--- config.mk ---
export PLATFORM = sky130hd
export DESIGN_NAME = oie_top
export DESIGN_NICKNAME = d
export VERILOG_FILES = /design/src/design/oie_edge.v /design/src/design/oie_sync.v /design/src/design/oie_top.v
export VERILOG_INCLUDE_DIRS = /design/src /design/src/pkg
export SDC_FILE = /design/constraint.sdc
export NUM_CORES = 1
export LEC_CHECK = 0
export ABC_AREA = 1
export CAP_MARGIN = 20
export CELL_PAD_IN_SITES_DETAIL_PLACEMENT = 0
export CELL_PAD_IN_SITES_GLOBAL_PLACEMENT = 2
export CORE_MARGIN = 4
export CORE_UTILIZATION = 36
export DETAILED_ROUTE_END_ITERATION = 8
export DONT_BUFFER_PORTS = 1
export PLACE_DENSITY = 0.82
export RECOVER_POWER = 100
export SYNTH_ARGS = -nofsm -noshare
export SYNTH_HDL_FRONTEND = slang
export SYNTH_SLANG_ARGS = --single-unit
export TNS_END_PERCENT = 1
--- constraint.sdc ---
create_clock -name CLK -period 1.5 [get_ports CLK]
set_clock_uncertainty 0.15 [all_clocks]
set_input_delay 0.3 -clock CLK [delete_from_list [all_inputs] [get_ports CLK]]
set_output_delay 0.3 -clock CLK [all_outputs]
set_load 0.03 [all_outputs]
--- src/pkg/oie_consts.vh ---
// constants for the upper interrupt event block
`ifndef OIE_CONSTS_VH
`define OIE_CONSTS_VH
`define OIE_OFS_SET        8'h80
`define OIE_OFS_CLEAR      8'h84
`define OIE_OFS_MASK       8'h88
`define OIE_OFS_STATUS     8'h8c
`define OIE_OFS_CTRL       8'h90
`define OIE_OFS_PHYDATA    8'h94
`define OIE_OFS_TIMER      8'h98
`define OIE_ADDR_W         8
`define OIE_BIT_SOFT       29
`define OIE_BIT_TARDY      27
`define OIE_BIT_PHYREG     26
`define OIE_BIT_LONG       25
`define OIE_BIT_FATAL      24
`define OIE_BIT_MISMATCH   23
`define OIE_EVT_MASK       32'h2f800000
`define OIE_SW_MASK        32'h20000000
`define OIE_CTRL_TARDY_EN  0
`define OIE_CTRL_LEADER    1
`define OIE_SEC_HI         31
`define OIE_SEC_LO         25
`define OIE_TICK_HI        24
`define OIE_TICK_LO        12
`define OIE_CYC_LIMIT_NS   125000
`define OIE_CLK_NS         10
`define OIE_CYC_LIMIT_CYC  (`OIE_CYC_LIMIT_NS / `OIE_CLK_NS)
`define OIE_CNT_W          14
`endif

--- src/design/oie_edge.v ---
// rising edge detector for one synchronised event source
module oie_edge (
  input  wire CLK,
  input  wire ARST_N,
  input  wire level_in,
  output wire rise
);
  reg last_reg;
  always @(posedge CLK or negedge ARST_N)
  begin
    if (!ARST_N)
      last_reg <= 1'b0;
    else
      last_reg <= level_in;
  end
  assign rise = level_in & ~last_reg;
endmodule

--- src/design/oie_sync.v ---
// two flip-flop synchroniser for one pin level
module oie_sync (
  input  wire CLK,
  input  wire ARST_N,
  input  wire d_in,
  output wire q_out
);
  reg s1_reg;
  reg s2_reg;
  always @(posedge CLK or negedge ARST_N)
  begin
    if (!ARST_N)
    begin
      s1_reg <= 1'b0;
      s2_reg <= 1'b0;
    end
    else
    begin
      s1_reg <= d_in;
      s2_reg <= s1_reg;
    end
  end
  assign q_out = s2_reg;
endmodule

--- src/design/oie_top.v ---
// upper interrupt event bits 31..23 with wishbone slave
// Summary of operation
// - a flag sets on a source rising edge or a set-address write of one.
// - a flag clears only on a clear-address write of one.
// - event reads return flags ANDed with the interrupt mask.
// - bits 31, 30 and 28 always read zero.
// - bit 29 is software raised only, set and cleared by writes.
// - with late-ack enable, fifo data, busy response unit or late ack set bit 27.
// - an arriving phy register byte sets bit 26 and is readable in bits 23..16.
// - leader enabled, a cycle start sent more than 125 us after the last one with no gap end between sets bit 25.
// - the overlong cycle event clears the cycle leader enable bit.
// - any error halting a subunit sets bit 24.
// - while bit 24 is set, a context event leaves the context event flag unset.
// - received cycle start differing from local seconds or tick sets bit 23.
`include "oie_consts.vh"
module oie_top (
  input  wire        CLK,
  input  wire        ARST_N,
  input  wire        WB_CYC_I,
  input  wire        WB_STB_I,
  input  wire        WB_WE_I,
  input  wire [7:0]  WB_ADR_I,
  input  wire [3:0]  WB_SEL_I,
  input  wire [31:0] WB_DAT_I,
  output reg  [31:0] WB_DAT_O,
  output reg         WB_ACK_O,
  input  wire        RX_FIFO_PENDING,
  input  wire        PHYS_RESP_BUSY,
  input  wire        LATE_ACK_SENT,
  input  wire        PHY_BYTE_VALID,
  input  wire [7:0]  PHY_BYTE,
  input  wire        CYCLE_START_TX,
  input  wire        SUBACTION_GAP_END,
  input  wire        SUBUNIT_HALT,
  input  wire        CTX_EVENT,
  input  wire        CYCLE_START_RX,
  input  wire [31:0] RX_CYCLE_TIME,
  input  wire [31:0] LOCAL_CYCLE_TIME,
  output reg         CTX_EVENT_FLAG,
  output reg         CYCLE_LEADER_ENABLE,
  output reg         IRQ
);
  // ****************************************
  // input synchronisers
  // ****************************************
  wire [8:0] raw_in;
  wire [8:0] syn;
  assign raw_in = {CYCLE_START_RX, CTX_EVENT, SUBUNIT_HALT, SUBACTION_GAP_END,
                   CYCLE_START_TX, PHY_BYTE_VALID, LATE_ACK_SENT, PHYS_RESP_BUSY,
                   RX_FIFO_PENDING};
  genvar gi;
  generate
    for (gi = 0; gi < 9; gi = gi + 1)
    begin : g_sync
      oie_sync u_sync (
        .CLK    (CLK),
        .ARST_N (ARST_N),
        .d_in   (raw_in[gi]),
        .q_out  (syn[gi])
      );
    end
  endgenerate
  // byte and time words are sampled only after their strobes settle,
  // so two plain register stages, matching the strobe synchronisers, serve the data buses
  reg [7:0]  phy_byte_s1_reg;
  reg [7:0]  phy_byte_s2_reg;
  reg [31:0] rx_time_s1_reg;
  reg [31:0] rx_time_s2_reg;
  reg [31:0] loc_time_s1_reg;
  reg [31:0] loc_time_s2_reg;
  always @(posedge CLK or negedge ARST_N)
  begin
    if (!ARST_N)
    begin
      phy_byte_s1_reg <= 8'h00;
      phy_byte_s2_reg <= 8'h00;
      rx_time_s1_reg  <= 32'h00000000;
      rx_time_s2_reg  <= 32'h00000000;
      loc_time_s1_reg <= 32'h00000000;
      loc_time_s2_reg <= 32'h00000000;
    end
    else
    begin
      phy_byte_s1_reg <= PHY_BYTE;
      phy_byte_s2_reg <= phy_byte_s1_reg;
      rx_time_s1_reg  <= RX_CYCLE_TIME;
      rx_time_s2_reg  <= rx_time_s1_reg;
      loc_time_s1_reg <= LOCAL_CYCLE_TIME;
      loc_time_s2_reg <= loc_time_s1_reg;
    end
  end
  // ****************************************
  // edge detection
  // ****************************************
  wire [8:0] rise;
  generate
    for (gi = 0; gi < 9; gi = gi + 1)
    begin : g_edge
      oie_edge u_edge (
        .CLK      (CLK),
        .ARST_N   (ARST_N),
        .level_in (syn[gi]),
        .rise     (rise[gi])
      );
    end
  endgenerate
  // ****************************************
  // registers and bus decode
  // ****************************************
  reg  [31:0] flags_reg;
  reg  [31:0] flags_next;
  reg  [31:0] mask_reg;
  reg         tardy_en_reg;
  reg  [7:0]  phy_data_reg;
  reg         in_cycle_reg;
  reg  [`OIE_CNT_W-1:0] cyc_cnt_reg;
  wire        bus_req;
  wire        wr;
  wire        rd;
  wire [31:0] be_mask;
  wire [31:0] wdat;
  wire [31:0] masked_evt;
  assign bus_req = WB_CYC_I & WB_STB_I & ~WB_ACK_O;
  assign wr      = bus_req & WB_WE_I;
  assign rd      = bus_req & ~WB_WE_I;
  assign be_mask = {{8{WB_SEL_I[3]}}, {8{WB_SEL_I[2]}}, {8{WB_SEL_I[1]}}, {8{WB_SEL_I[0]}}};
  assign wdat    = WB_DAT_I & be_mask;
  assign masked_evt = flags_reg & mask_reg & `OIE_EVT_MASK;
  // ****************************************
  // hardware event sources
  // ****************************************
  wire tardy_evt;
  wire long_evt;
  wire mismatch_evt;
  wire cyc_over;
  assign cyc_over = in_cycle_reg &
                    (cyc_cnt_reg >= `OIE_CYC_LIMIT_CYC);
  // each source is only a rising edge, a held level cannot re-set
  assign tardy_evt = tardy_en_reg & (rise[0] | rise[1] | rise[2]);
  assign long_evt  = CYCLE_LEADER_ENABLE & cyc_over & rise[4];
  assign mismatch_evt = rise[8] &
    ((rx_time_s2_reg[`OIE_SEC_HI:`OIE_SEC_LO] != loc_time_s2_reg[`OIE_SEC_HI:`OIE_SEC_LO]) |
     (rx_time_s2_reg[`OIE_TICK_HI:`OIE_TICK_LO] != loc_time_s2_reg[`OIE_TICK_HI:`OIE_TICK_LO]));
  always @*
  begin
    flags_next = flags_reg;
    if (wr && WB_ADR_I == `OIE_OFS_CLEAR)
      flags_next = flags_next & ~wdat;
    if (wr && WB_ADR_I == `OIE_OFS_SET)
      flags_next = flags_next | wdat;
    // hardware sets are applied last so they win over a same-cycle clear
    if (tardy_evt)
      flags_next[`OIE_BIT_TARDY] = 1'b1;
    if (rise[3])
      flags_next[`OIE_BIT_PHYREG] = 1'b1;
    if (long_evt)
      flags_next[`OIE_BIT_LONG] = 1'b1;
    if (rise[6])
      flags_next[`OIE_BIT_FATAL] = 1'b1;
    if (mismatch_evt)
      flags_next[`OIE_BIT_MISMATCH] = 1'b1;
    flags_next = flags_next & `OIE_EVT_MASK;
  end
  always @(posedge CLK or negedge ARST_N)
  begin
    if (!ARST_N)
    begin
      flags_reg           <= 32'h00000000;
      mask_reg            <= 32'h00000000;
      tardy_en_reg        <= 1'b0;
      CYCLE_LEADER_ENABLE <= 1'b0;
      phy_data_reg        <= 8'h00;
      in_cycle_reg        <= 1'b0;
      cyc_cnt_reg         <= {`OIE_CNT_W{1'b0}};
      CTX_EVENT_FLAG      <= 1'b0;
      IRQ                 <= 1'b0;
      WB_ACK_O            <= 1'b0;
      WB_DAT_O            <= 32'h00000000;
    end
    else
    begin
      flags_reg <= flags_next;
      IRQ       <= |(flags_next & mask_reg);
      WB_ACK_O  <= bus_req;
      if (rise[3])
        phy_data_reg <= phy_byte_s2_reg;
      // cycle timer runs from a sent cycle start to the gap end, and holds once it reaches the 125 us limit
      if (rise[4])
      begin
        in_cycle_reg <= 1'b1;
        cyc_cnt_reg  <= {`OIE_CNT_W{1'b0}};
      end
      else if (rise[5])
        in_cycle_reg <= 1'b0;
      else if (in_cycle_reg && !cyc_over)
        cyc_cnt_reg <= cyc_cnt_reg + 1'b1;
      // a context event is dropped while the fatal flag stands
      if (rise[7] && !flags_reg[`OIE_BIT_FATAL])
        CTX_EVENT_FLAG <= 1'b1;
      else if (wr && WB_ADR_I == `OIE_OFS_STATUS && WB_DAT_I[0])
        CTX_EVENT_FLAG <= 1'b0;
      if (wr && WB_ADR_I == `OIE_OFS_MASK)
        mask_reg <= (mask_reg & ~be_mask) | (wdat & `OIE_EVT_MASK);
      if (wr && WB_ADR_I == `OIE_OFS_CTRL && WB_SEL_I[0])
        tardy_en_reg <= WB_DAT_I[`OIE_CTRL_TARDY_EN];
      if (long_evt)
        CYCLE_LEADER_ENABLE <= 1'b0;
      else if (wr && WB_ADR_I == `OIE_OFS_CTRL && WB_SEL_I[0])
        CYCLE_LEADER_ENABLE <= WB_DAT_I[`OIE_CTRL_LEADER];
      if (rd)
      begin
        case (WB_ADR_I)
          `OIE_OFS_SET,
          `OIE_OFS_CLEAR:   WB_DAT_O <= masked_evt;
          `OIE_OFS_MASK:    WB_DAT_O <= mask_reg;
          `OIE_OFS_STATUS:  WB_DAT_O <= {31'h00000000, CTX_EVENT_FLAG};
          `OIE_OFS_CTRL:    WB_DAT_O <= {30'h00000000, CYCLE_LEADER_ENABLE, tardy_en_reg};
          `OIE_OFS_PHYDATA: WB_DAT_O <= {8'h00, phy_data_reg, 16'h0000};
          `OIE_OFS_TIMER:   WB_DAT_O <= {{(32-`OIE_CNT_W){1'b0}}, cyc_cnt_reg};
          default:          WB_DAT_O <= 32'h00000000;
        endcase
      end
      else
        WB_DAT_O <= 32'h00000000;
    end
  end
endmodule

; ---- Word-level counts from Yosys, hierarchy flattened
; Cells that the tools add are included.
[classes]
order_cmp = 1
add_sub_neg = 1
n_mux = 18
n_eq_ne = 10
reduce_logical = 18
bitwise = 41
[op_table]
columns = op, count
row1 = $pmux 32 s6, 1
row2 = $and 30x30->30, 3
row3 = $mux 30, 2
row4 = $eq 8x8->1 const B, 7
row5 = $mux 14, 3
row6 = $and 30x32->32, 1
row7 = $and 32x32->32, 1
row8 = $mux 32, 1
row9 = $not 32->32, 1
row10 = $or 32x30->32, 1
row11 = $reduce_or 32->1, 1
row12 = $not 30->30, 1
row13 = $or 30x30->30, 1
row14 = $and 1x1->1, 18
row15 = $add 14x1->14 const B, 1
row16 = $ge 14x14->1 const B, 1
row17 = $ne 13x13->1, 1
row18 = $mux 1, 11
row19 = $not 1->1, 11
row20 = $logic_and 1x1->1, 9
row21 = $reduce_bool 2->1, 4
row22 = $ne 7x7->1, 1
row23 = $or 1x1->1, 3
row24 = $logic_not 1->1, 2
row25 = 3 further kinds, 3
[word_totals]
output_inout_bits = 36
reg_bits = 269

; ---- Longest topological paths before layout
; Gate-level depths: netlist (run 1).
[depth]
word_depth = 10
ltp_mapped = 12
mapped_depth_nobuf = 12

; ---- Cells and area by module
; Synthesis (run 1) repeated with hierarchy kept, for this count alone.
[hier_totals]
hier_cells = 744
hier_area_um2 = 7938.9
[modules_own_cells]
columns = mod, n_inst, cells_per_inst, area_per_inst_um2
row1 = oie_top, 1, 699, 7173.1
row2 = oie_sync, 9, 2, 50.0
row3 = oie_edge, 9, 3, 35.0

; ---- Least setup slack after synthesis (run 1)
; Ideal clock, no wire load.
[synth_path]
path_kind = reg-to-reg
startpoint = reg WB_ACK_O
endpoint = reg IRQ
setup_ns = 0.125
synth_period_minus_slack_ns = 1.666
t_arrival_ns = 1.391
path_stages_with_launch = 11
slack_ns = -0.166
path_buffers = 0
cell_sequence = dfrtp_1 > inv_1 > nand3_1 > nor2_1 > nand3_2 > nand2_1 > nand2_1 > nor2_1 > nor2_1 > nor2_1 > nand3_1
[synth_via]
elab_chain_cells = 10
word_cells_on_any_way = 15
[synth_lines]
columns = element, line
row1 = start: declaration, oie_top.v:26  ; output reg WB_ACK_O,
row2 = start signal: assignment, oie_top.v:184  ; WB_ACK_O <= bus_req;
row3 = $not 1->1 (*), oie_top.v:123  ; assign bus_req = WB_CYC_I & WB_STB_I & ~WB_ACK_O;
row4 = $and 1x1->1 (*), oie_top.v:123
row5 = $and 1x1->1 (*), oie_top.v:124  ; assign wr = bus_req & WB_WE_I;
row6 = $logic_and 1x1->1 (no source line), n/a
row7 = $mux 30, oie_top.v:147  ; if (wr && WB_ADR_I == `OIE_OFS_CLEAR)
row8 = $or 30x30->30, oie_top.v:150  ; flags_next = flags_next | wdat;
row9 = $mux 30 (*), oie_top.v:149  ; if (wr && WB_ADR_I == `OIE_OFS_SET)
row10 = "$mux 1, on equally long branches", n/a
row11 = $and 30x32->32 (*), oie_top.v:183  ; IRQ <= |(flags_next & mask_reg);
row12 = $reduce_or 32->1 (*), oie_top.v:183
row13 = end signal: assignment, oie_top.v:183
row14 = end: declaration, oie_top.v:41  ; output reg IRQ
; Mark *: on every way between the ends. The rest lies on a longest branch, timed or not.
; A chain may end at the register's enable or synchronous reset.

; ---- Final worst setup path (run 1)
; Same ends and word-level chain as after synthesis.

==> results of run 1 <==
## routing by layer
| metal | vias up | global-route usage [%] | share of wire (%) |
|---|---|---|---|
| li1 | 2575 | - | - |
| met1 | 2584 | 21.31 | 45 |
| met2 | 152 | 23.53 | 45 |
| met3 | 42 | 3.706 | 6.7 |
| met4 | 0 | 4.959 | 3.2 |
| met5 | - | 0 | 0 |
## worst max-delay path, cell delays in order, from the launching register on
cell	delay, ns
dfrtp_2	0.41
inv_2	0.07
nand3_2	0.11
nor2_4	0.18
nand3_4	0.12
nand2_1	0.08
nand2_1	0.06
nor2_2	0.10
nor2_1	0.05
nor2_1	0.15
nand3_1	0.14
## worst min path at each step
stage / endpoint / slack (ns) / depth (start not counted)
6_report: rx_time_s2_reg[20]$_DFF_PN0_ / -0.67 / 0
5_1_grt: rx_time_s2_reg[20]$_DFF_PN0_ / -0.69 / 0
4_1_cts: rx_time_s2_reg[20]$_DFF_PN0_ / -0.70 / 0
3_5_place_dp: rx_time_s2_reg[20]$_DFF_PN0_ / -0.14 / 0
3_3_place_gp: loc_time_s2_reg[23]$_DFF_PN0_ / -0.14 / 0
2_1_floorplan: CTX_EVENT_FLAG$_DFFE_PN0P_ / -0.15 / 0
## metrics by stage
stage | instance area (sq um) | worst slack (ns) | utilization [%]
global route | 10520 | -0.3551 | 49.40
floorplan | 7914 | -0.1211 | -
finish | 10520 | -0.2740 | 49.40
global placement | 8728 | -0.3471 | 41.00
detailed placement | 8728 | -0.3587 | 41.00
CTS | 10440 | -0.2465 | 49.06
## Yosys cell counts, types with 4 or more instances
cell	n	share of area (%)
nand2_1	136	6.5
clkbuf_1	5	0.24
a21oi_1	9	0.57
nand4_1	6	0.47
dfrtp_1	221	70
xor2_1	4	0.44
nand3_1	42	2.7
o21ai_0	22	1.4
inv_1	104	4.9
nor2_4	6	0.85
mux2_2	8	1.1
a21oi_2	17	1.9
nand2_2	6	0.47
nor2_1	98	4.7
nor3_1	13	0.82
## final cells by class
class | instances | area (sq um) | share of cell area, %
well taps | 275 | 344.1 | 3.272
clock inverters | 16 | 246.5 | 2.344
flip-flops and latches | 221 | 5564 | 52.91
repair buffers | 139 | 1301 | 12.37
inverters | 107 | 404.1 | 3.843
multi-input cells | 390 | 2014 | 19.16
clock buffers | 27 | 641.9 | 6.104
## what timing repair did
action                     in CTS  in global routing
hold endpoints to repair      311                221
buffers inserted                4                  2
pin swaps                       5                 11
cloned                          0                  0
gates resized for setup        38                 30
setup endpoints to repair     110                100
## power breakdown
part           leakage [nW]  internal [mW]  switching [mW]
Combinational          2.01          0.330           0.291
Sequential             2.55           6.20           0.103
Clock                 0.425           3.99            2.46
Total                  4.98           10.5            2.85
## cell families (layout without fill, tap and decap cells)
kind of cell,count (synthesis),after routing,share of synthesized area [%]
buf+inv,117,289,5.932
xor+xnor,7,7,0.7751
flops,221,221,69.91
mux,8,8,1.139
compound gates,58,58,4.745
fa+ha+maj,2,2,0.3163
simple gates,315,315,17.18
==> implementation parameters, run 1 <==
Parameter                              Value

Yosys
  Cell count after synthesis    728
  Synth async-reset ratio    100.0%
  Synth Flop Type    dfrtp_1
  Share of the yosys chip area belonging to registers    between 60% and 70%
  Count of flip-flops with a built-in enable after synthesis    0
  Flops & latches, synth    approximately 220
  Post-Syn Area    between 7000 and 8000 sq um
  Syn nets    860
  Distinct cell type count of the synthesized netlist    34
  Yosys warns    0
  Mean instance size in the synthesized netlist    10.87 sq um

Route
  Post-detailed-route DRC marker count    0
  Total via count after detailed routing    between 5000 and 6000
  Total wire length after detailed routing    18670 um
  Vias per std cell    4.556
  Per-cell routed wire length    around 16 um
  1st-pass router iterations    4
  Drt initial violations    a little under 200
  Number of nets with antenna violations after routing    0

Finish
  Net count of the finished layout    1015
  Max FFs per register    32
  Commonest non-fill, non-tap cells in the layout    dfrtp_1 (194), nand2_1 (132), inv_1 (102), nor2_1 (91), dlygate4sd3_1 (70)
  Post-layout instance count excluding filler cells    1175
  Layout overhead on the synthesized area    32.95%
  Share of post-route cells with drive strength above 1    roughly 23%
  Layout filler cell count    between 1500 and 2000
  Antenna diode count    0
  Most common library cell in the layout ignoring fill and taps    dfrtp_1

Status
  Violations in the final reports    hold timing, setup timing
  Status    complete, but fails checks

GRT
  Overflow left after global routing    0
  Maximum number of pins on one net before global-route repair    ~220
  Wire length of the first global-routing pass    29580 um
  Number of global-route vias before repair    ~5600
  Total global-route track usage    between 10% and 20%
  Initial antenna violation count    0

CTS
  Maximum clock insertion buffer count    3
  Root Buffer    clkbuf_16
  Clock tree from TritonCTS    built
  Register clock-pin slew on the reported worst setup and hold paths    about 0.06 ns
  Maximum level of the CTS H-tree    1
  Sinks on Clock Net    between 200 and 250
  Insertion delay to the later sink of the worst-skew pair    ~0.52 ns
  Number of buffers inserted for hold repair after clock tree synthesis    70
  Clock buffers created by TritonCTS    24

STA
  Setup repair after global routing missed its margin    true
  Final setup violating endpoints    73
  TNS Setup    -4.996 ns
  Post-layout minimum cycle time    about 1.8 ns
  Remaining max-slew budget at the tightest pin    72.93%
  Fin crit share    118.3%
  Highest achievable clock rate    approximately 0.56 GHz
  Number of hold violations in the final report    221
  Slew @ Worst Pin    about 0.41 ns
  Worst slack on hold paths    -0.6677 ns
  Count of final max-slew check failures    0
  Final setup margin    -0.2740 ns

Critical path
  Type of the worst setup path    flop to flop
  Worst-case register-to-register setup slack    -0.27 ns
  CP Capture Type    flop
  Peak fanout along the critical path    5
  Data arrival time of the critical path    1.99 ns
  Reg2Reg Depth    10
  Crit path to    IRQ$_DFF_PN0_
  Crit path from    WB_ACK_O$_DFF_PN0_
  Endpoint required time on the critical path    1.72 ns
  Startpoint of the most critical register-to-register path    WB_ACK_O$_DFF_PN0_
  Destination of the worst register-to-register timing path    IRQ$_DFF_PN0_
  Startpoint kind of the worst setup timing path    flop

Die
  Number of standard-cell rows in the floorplan    53
  Area of the die    ~24000 sq um
  Boundary Pins    roughly 170
  Initial core utilization    a little under two fifths
  Die Y-Extent    156.2 um
  Area of the core region    21290 sq um
  Horiz. Die Dim    156.2 um

Pwr
  Max rail drop VDD    1188 uV
  Post-route total power    between 10 and 15 mW
  P per Cell Area    1272 nW/um^2
  Static power due to leakage    roughly 5.0 nW

Worst hold path
  Class of the tightest hold or removal check    primary input to asynchronous set/reset pin

Placed design
  Routability-driven placement congestion ratio    0.8312
  Final HPWL DP    12330 um
  Post-placement cell count    about 1100
  Count of buffers from port buffering    0

Run
  Max-cap viol count    0
Note: power is estimated with default switching activity, not from simulation.
==> run 2, diff against run 1 <==
--- a/config.mk
+++ b/config.mk
@@ -7,15 +7,16 @@
 export NUM_CORES = 1
 export LEC_CHECK = 0
 export ABC_AREA = 1
+export BUFFER_PORTS_ARGS = -buffer_cell sky130_fd_sc_hd__buf_2
 export CAP_MARGIN = 20
 export CELL_PAD_IN_SITES_DETAIL_PLACEMENT = 0
 export CELL_PAD_IN_SITES_GLOBAL_PLACEMENT = 2
 export CORE_MARGIN = 4
-export CORE_UTILIZATION = 36
+export CORE_UTILIZATION = 31
 export DETAILED_ROUTE_END_ITERATION = 8
-export DONT_BUFFER_PORTS = 1
 export PLACE_DENSITY = 0.82
 export RECOVER_POWER = 100
+export SKIP_CTS_REPAIR_TIMING = 1
 export SYNTH_ARGS = -nofsm -noshare
 export SYNTH_HDL_FRONTEND = slang
 export SYNTH_SLANG_ARGS = --single-unit
==> run 2 against run 1 <==
The run still ends with hold timing, setup timing left. Register-to-register slack improved by 0.04 ns. Worst setup slack improved by 0.038 ns. Wire length is 0.58% lower. First-iteration DRC count grew 130%. Hold slack improved by 0.66 ns. Clock power barely moved. Fmax is 2.2% higher. Combinational power increased by 38%. Flip-flop and latch count is the same. Critical endpoint unchanged.
==> implementation parameters, run 2 (synthesis gave the netlist of run 1 again) <==
Parameter                              Value

Status
  Status    complete, but fails checks
  Violations in the final reports    hold timing, setup timing

Route
  1st-pass router iterations    4
  Per-cell routed wire length    13.73 um
  Number of nets with antenna violations after routing    0
  Drt initial violations    between 400 and 500
  Post-detailed-route DRC marker count    0
  Vias per std cell    4.145
  Total wire length after detailed routing    18560 um
  Total via count after detailed routing    ~5600

Critical path
  Type of the worst setup path    flop to flop
  Startpoint kind of the worst setup timing path    flop
  Data arrival time of the critical path    1.98 ns
  Peak per-stage delay on the critical path    approximately 0.40 ns
  Startpoint of the most critical register-to-register path    WB_ACK_O$_DFF_PN0_
  Endpoint required time on the critical path    1.74 ns
  Peak fanout along the critical path    7
  Slowest CP cell    dfrtp_2
  Critical path, cell by cell    inv_2 > nand4_1 > buf_6 > nor2_4 > nand4_1 > a21oi_2 > nand2_1 > nand2_1 > nand3_1
  CP Capture Type    flop
  Crit path from    WB_ACK_O$_DFF_PN0_

GRT
  Total global-route track usage    between 10% and 20%
  Number of global-route vias before repair    5491
  Wire length of the first global-routing pass    between 20000 and 30000 um
  Initial antenna violation count    1
  Overflow left after global routing    0
  Maximum number of pins on one net before global-route repair    43

Run
  Max-cap viol count    0

STA
  Worst slack on hold paths    -0.008011 ns
  Count of final max-slew check failures    0
  Fin crit share    115.8%
  Number of hold violations in the final report    1
  Final setup violating endpoints    63
  Remaining max-slew budget at the tightest pin    a little over a quarter
  Slew @ Worst Pin    1.088 ns
  Setup repair after global routing missed its margin    true
  Post-layout minimum cycle time    between 1.5 and 2 ns
  Highest achievable clock rate    between 0.5 and 0.6 GHz
  Final setup margin    -0.2364 ns

Die
  Initial core utilization    31.50%
  Boundary Pins    around 170
  Horiz. Die Dim    167.7 um
  Area of the core region    roughly 25000 sq um
  Number of standard-cell rows in the floorplan    58
  Die Y-Extent    between 150 and 200 um
  Area of the die    28140 sq um

CTS
  Root Buffer    clkbuf_16
  Maximum clock insertion buffer count    3
  Clock buffers created by TritonCTS    25
  Maximum level of the CTS H-tree    1
  Clock tree from TritonCTS    built
  Register clock-pin slew on the reported worst setup and hold paths    approximately 0.06 ns
  Insertion delay to the later sink of the worst-skew pair    ~0.50 ns
  Sinks on Clock Net    221

Finish
  Share of post-route cells with drive strength above 1    approximately 30%
  Antenna diode count    0
  Net count of the finished layout    1136
  Max FFs per register    32
  Commonest non-fill, non-tap cells in the layout    dfrtp_1 (219), nand2_1 (132), buf_2 (104), inv_1 (103), nor2_1 (93)
  Most common library cell in the layout ignoring fill and taps    dfrtp_1
  Design Area, Final    roughly 11000 sq um
  Layout overhead on the synthesized area    42.08%

Pwr
  Static power due to leakage    5.578 nW
  Max rail drop VDD    slightly above 900 uV
  Post-route total power    13.63 mW
  P per Cell Area    around 1200 nW/um^2

Placed design
  Count of buffers from port buffering    around 120
  Routability-driven placement congestion ratio    approximately 0.78
  Final HPWL DP    approximately 13000 um
  Placed Instance Area    9520 sq um

Worst hold path
  Class of the tightest hold or removal check    primary input to flop
  Origin of the worst min-delay path    WB_DAT_I[1]
-- run 2: cell types whose count changed in the layout (fill, tap and decap cells not counted), moves of 3 or more --
| cell | previous run | this run |
|---|---|---|
| buf_2 | 0 | 104 |
| dfrtp_1 | 194 | 219 |
| dfrtp_2 | 27 | 2 |
| buf_4 | 55 | 61 |
| clkinv_2 | 1 | 6 |
| buf_6 | 7 | 11 |
| clkbuf_1 | 1 | 5 |
| buf_12 | 5 | 8 |
| clkbuf_2 | 1 | 4 |
| dlygate4sd3_1 | 70 | 67 |
| nor2_2 | 5 | 2 |
| o21ai_0 | 15 | 18 |
| o21ai_2 | 4 | 1 |
-- run 2: stage by stage --
stage / TNS, ns / std cells / util (%) / setup WS [ns]
6_report: -5.790 / 1352 / 44.76 / -0.2364
5_1_grt: -33.68 / 1352 / 44.76 / -0.3643
4_1_cts: -7.717 / 1285 / 41.47 / -0.3247
3_5_place_dp: -15.19 / 1240 / 37.92 / -0.3592
3_3_place_gp: -14.33 / 1240 / 37.92 / -0.3610
2_1_floorplan: -1.657 / 728 / - / -0.1211
-- run 2: final cells by class --
type	count	area, sq um
well taps	330	412.9
clock buffers	29	670.6
repair buffers	259	1968
flip-flops and latches	221	5533
inverters	107	404.1
clock inverters	16	222.7
fillers	2375	13870
multi-input cells	390	2027
-- run 2: metal layers --
| layer | GRT usage [%] | routed length (um) | up-vias |
|---|---|---|---|
| met5 | 0 | 13 | - |
| met1 | 18.70 | 8989 | 2652 |
| li1 | - | - | 2810 |
| met2 | 19.76 | 8314 | 115 |
| met4 | 2.717 | 367 | 2 |
| met3 | 2.856 | 877 | 25 |
-- run 2: path summary, 6_finish.rpt --
kind / end / slack (ns) / cells after the start
setup / recovery: IRQ$_DFF_PN0_ / -0.24 / 9
hold / removal: CYCLE_LEADER_ENABLE$_DFFE_PN0P_ / -0.008 / 3
min in group asynchronous: phy_byte_s2_reg[6]$_DFF_PN0_ / 0.38 / 2
hold reg to reg: rx_time_s2_reg[29]$_DFF_PN0_ / 0.20 / 0
max in group asynchronous: flags_reg[27]$_DFF_PN0_ / 0.02 / 3
setup reg to reg: IRQ$_DFF_PN0_ / -0.24 / 9
-- run 2: report_power, final --
part / switching, mW / internal [mW] / total (mW)
logic: 0.435 / 0.420 / 0.855
clock network: 2.40 / 4.07 / 6.47
registers: 0.0983 / 6.20 / 6.30
-- run 2: critical path, delay by kind of cell (launching register included) --
kind | cells | cell delay [ns]
AOI/OAI and AO/OA | 1 | 0.14
buffers and inverters | 2 | 0.22
DFF | 1 | 0.40
and+or+nand+nor | 6 | 0.71
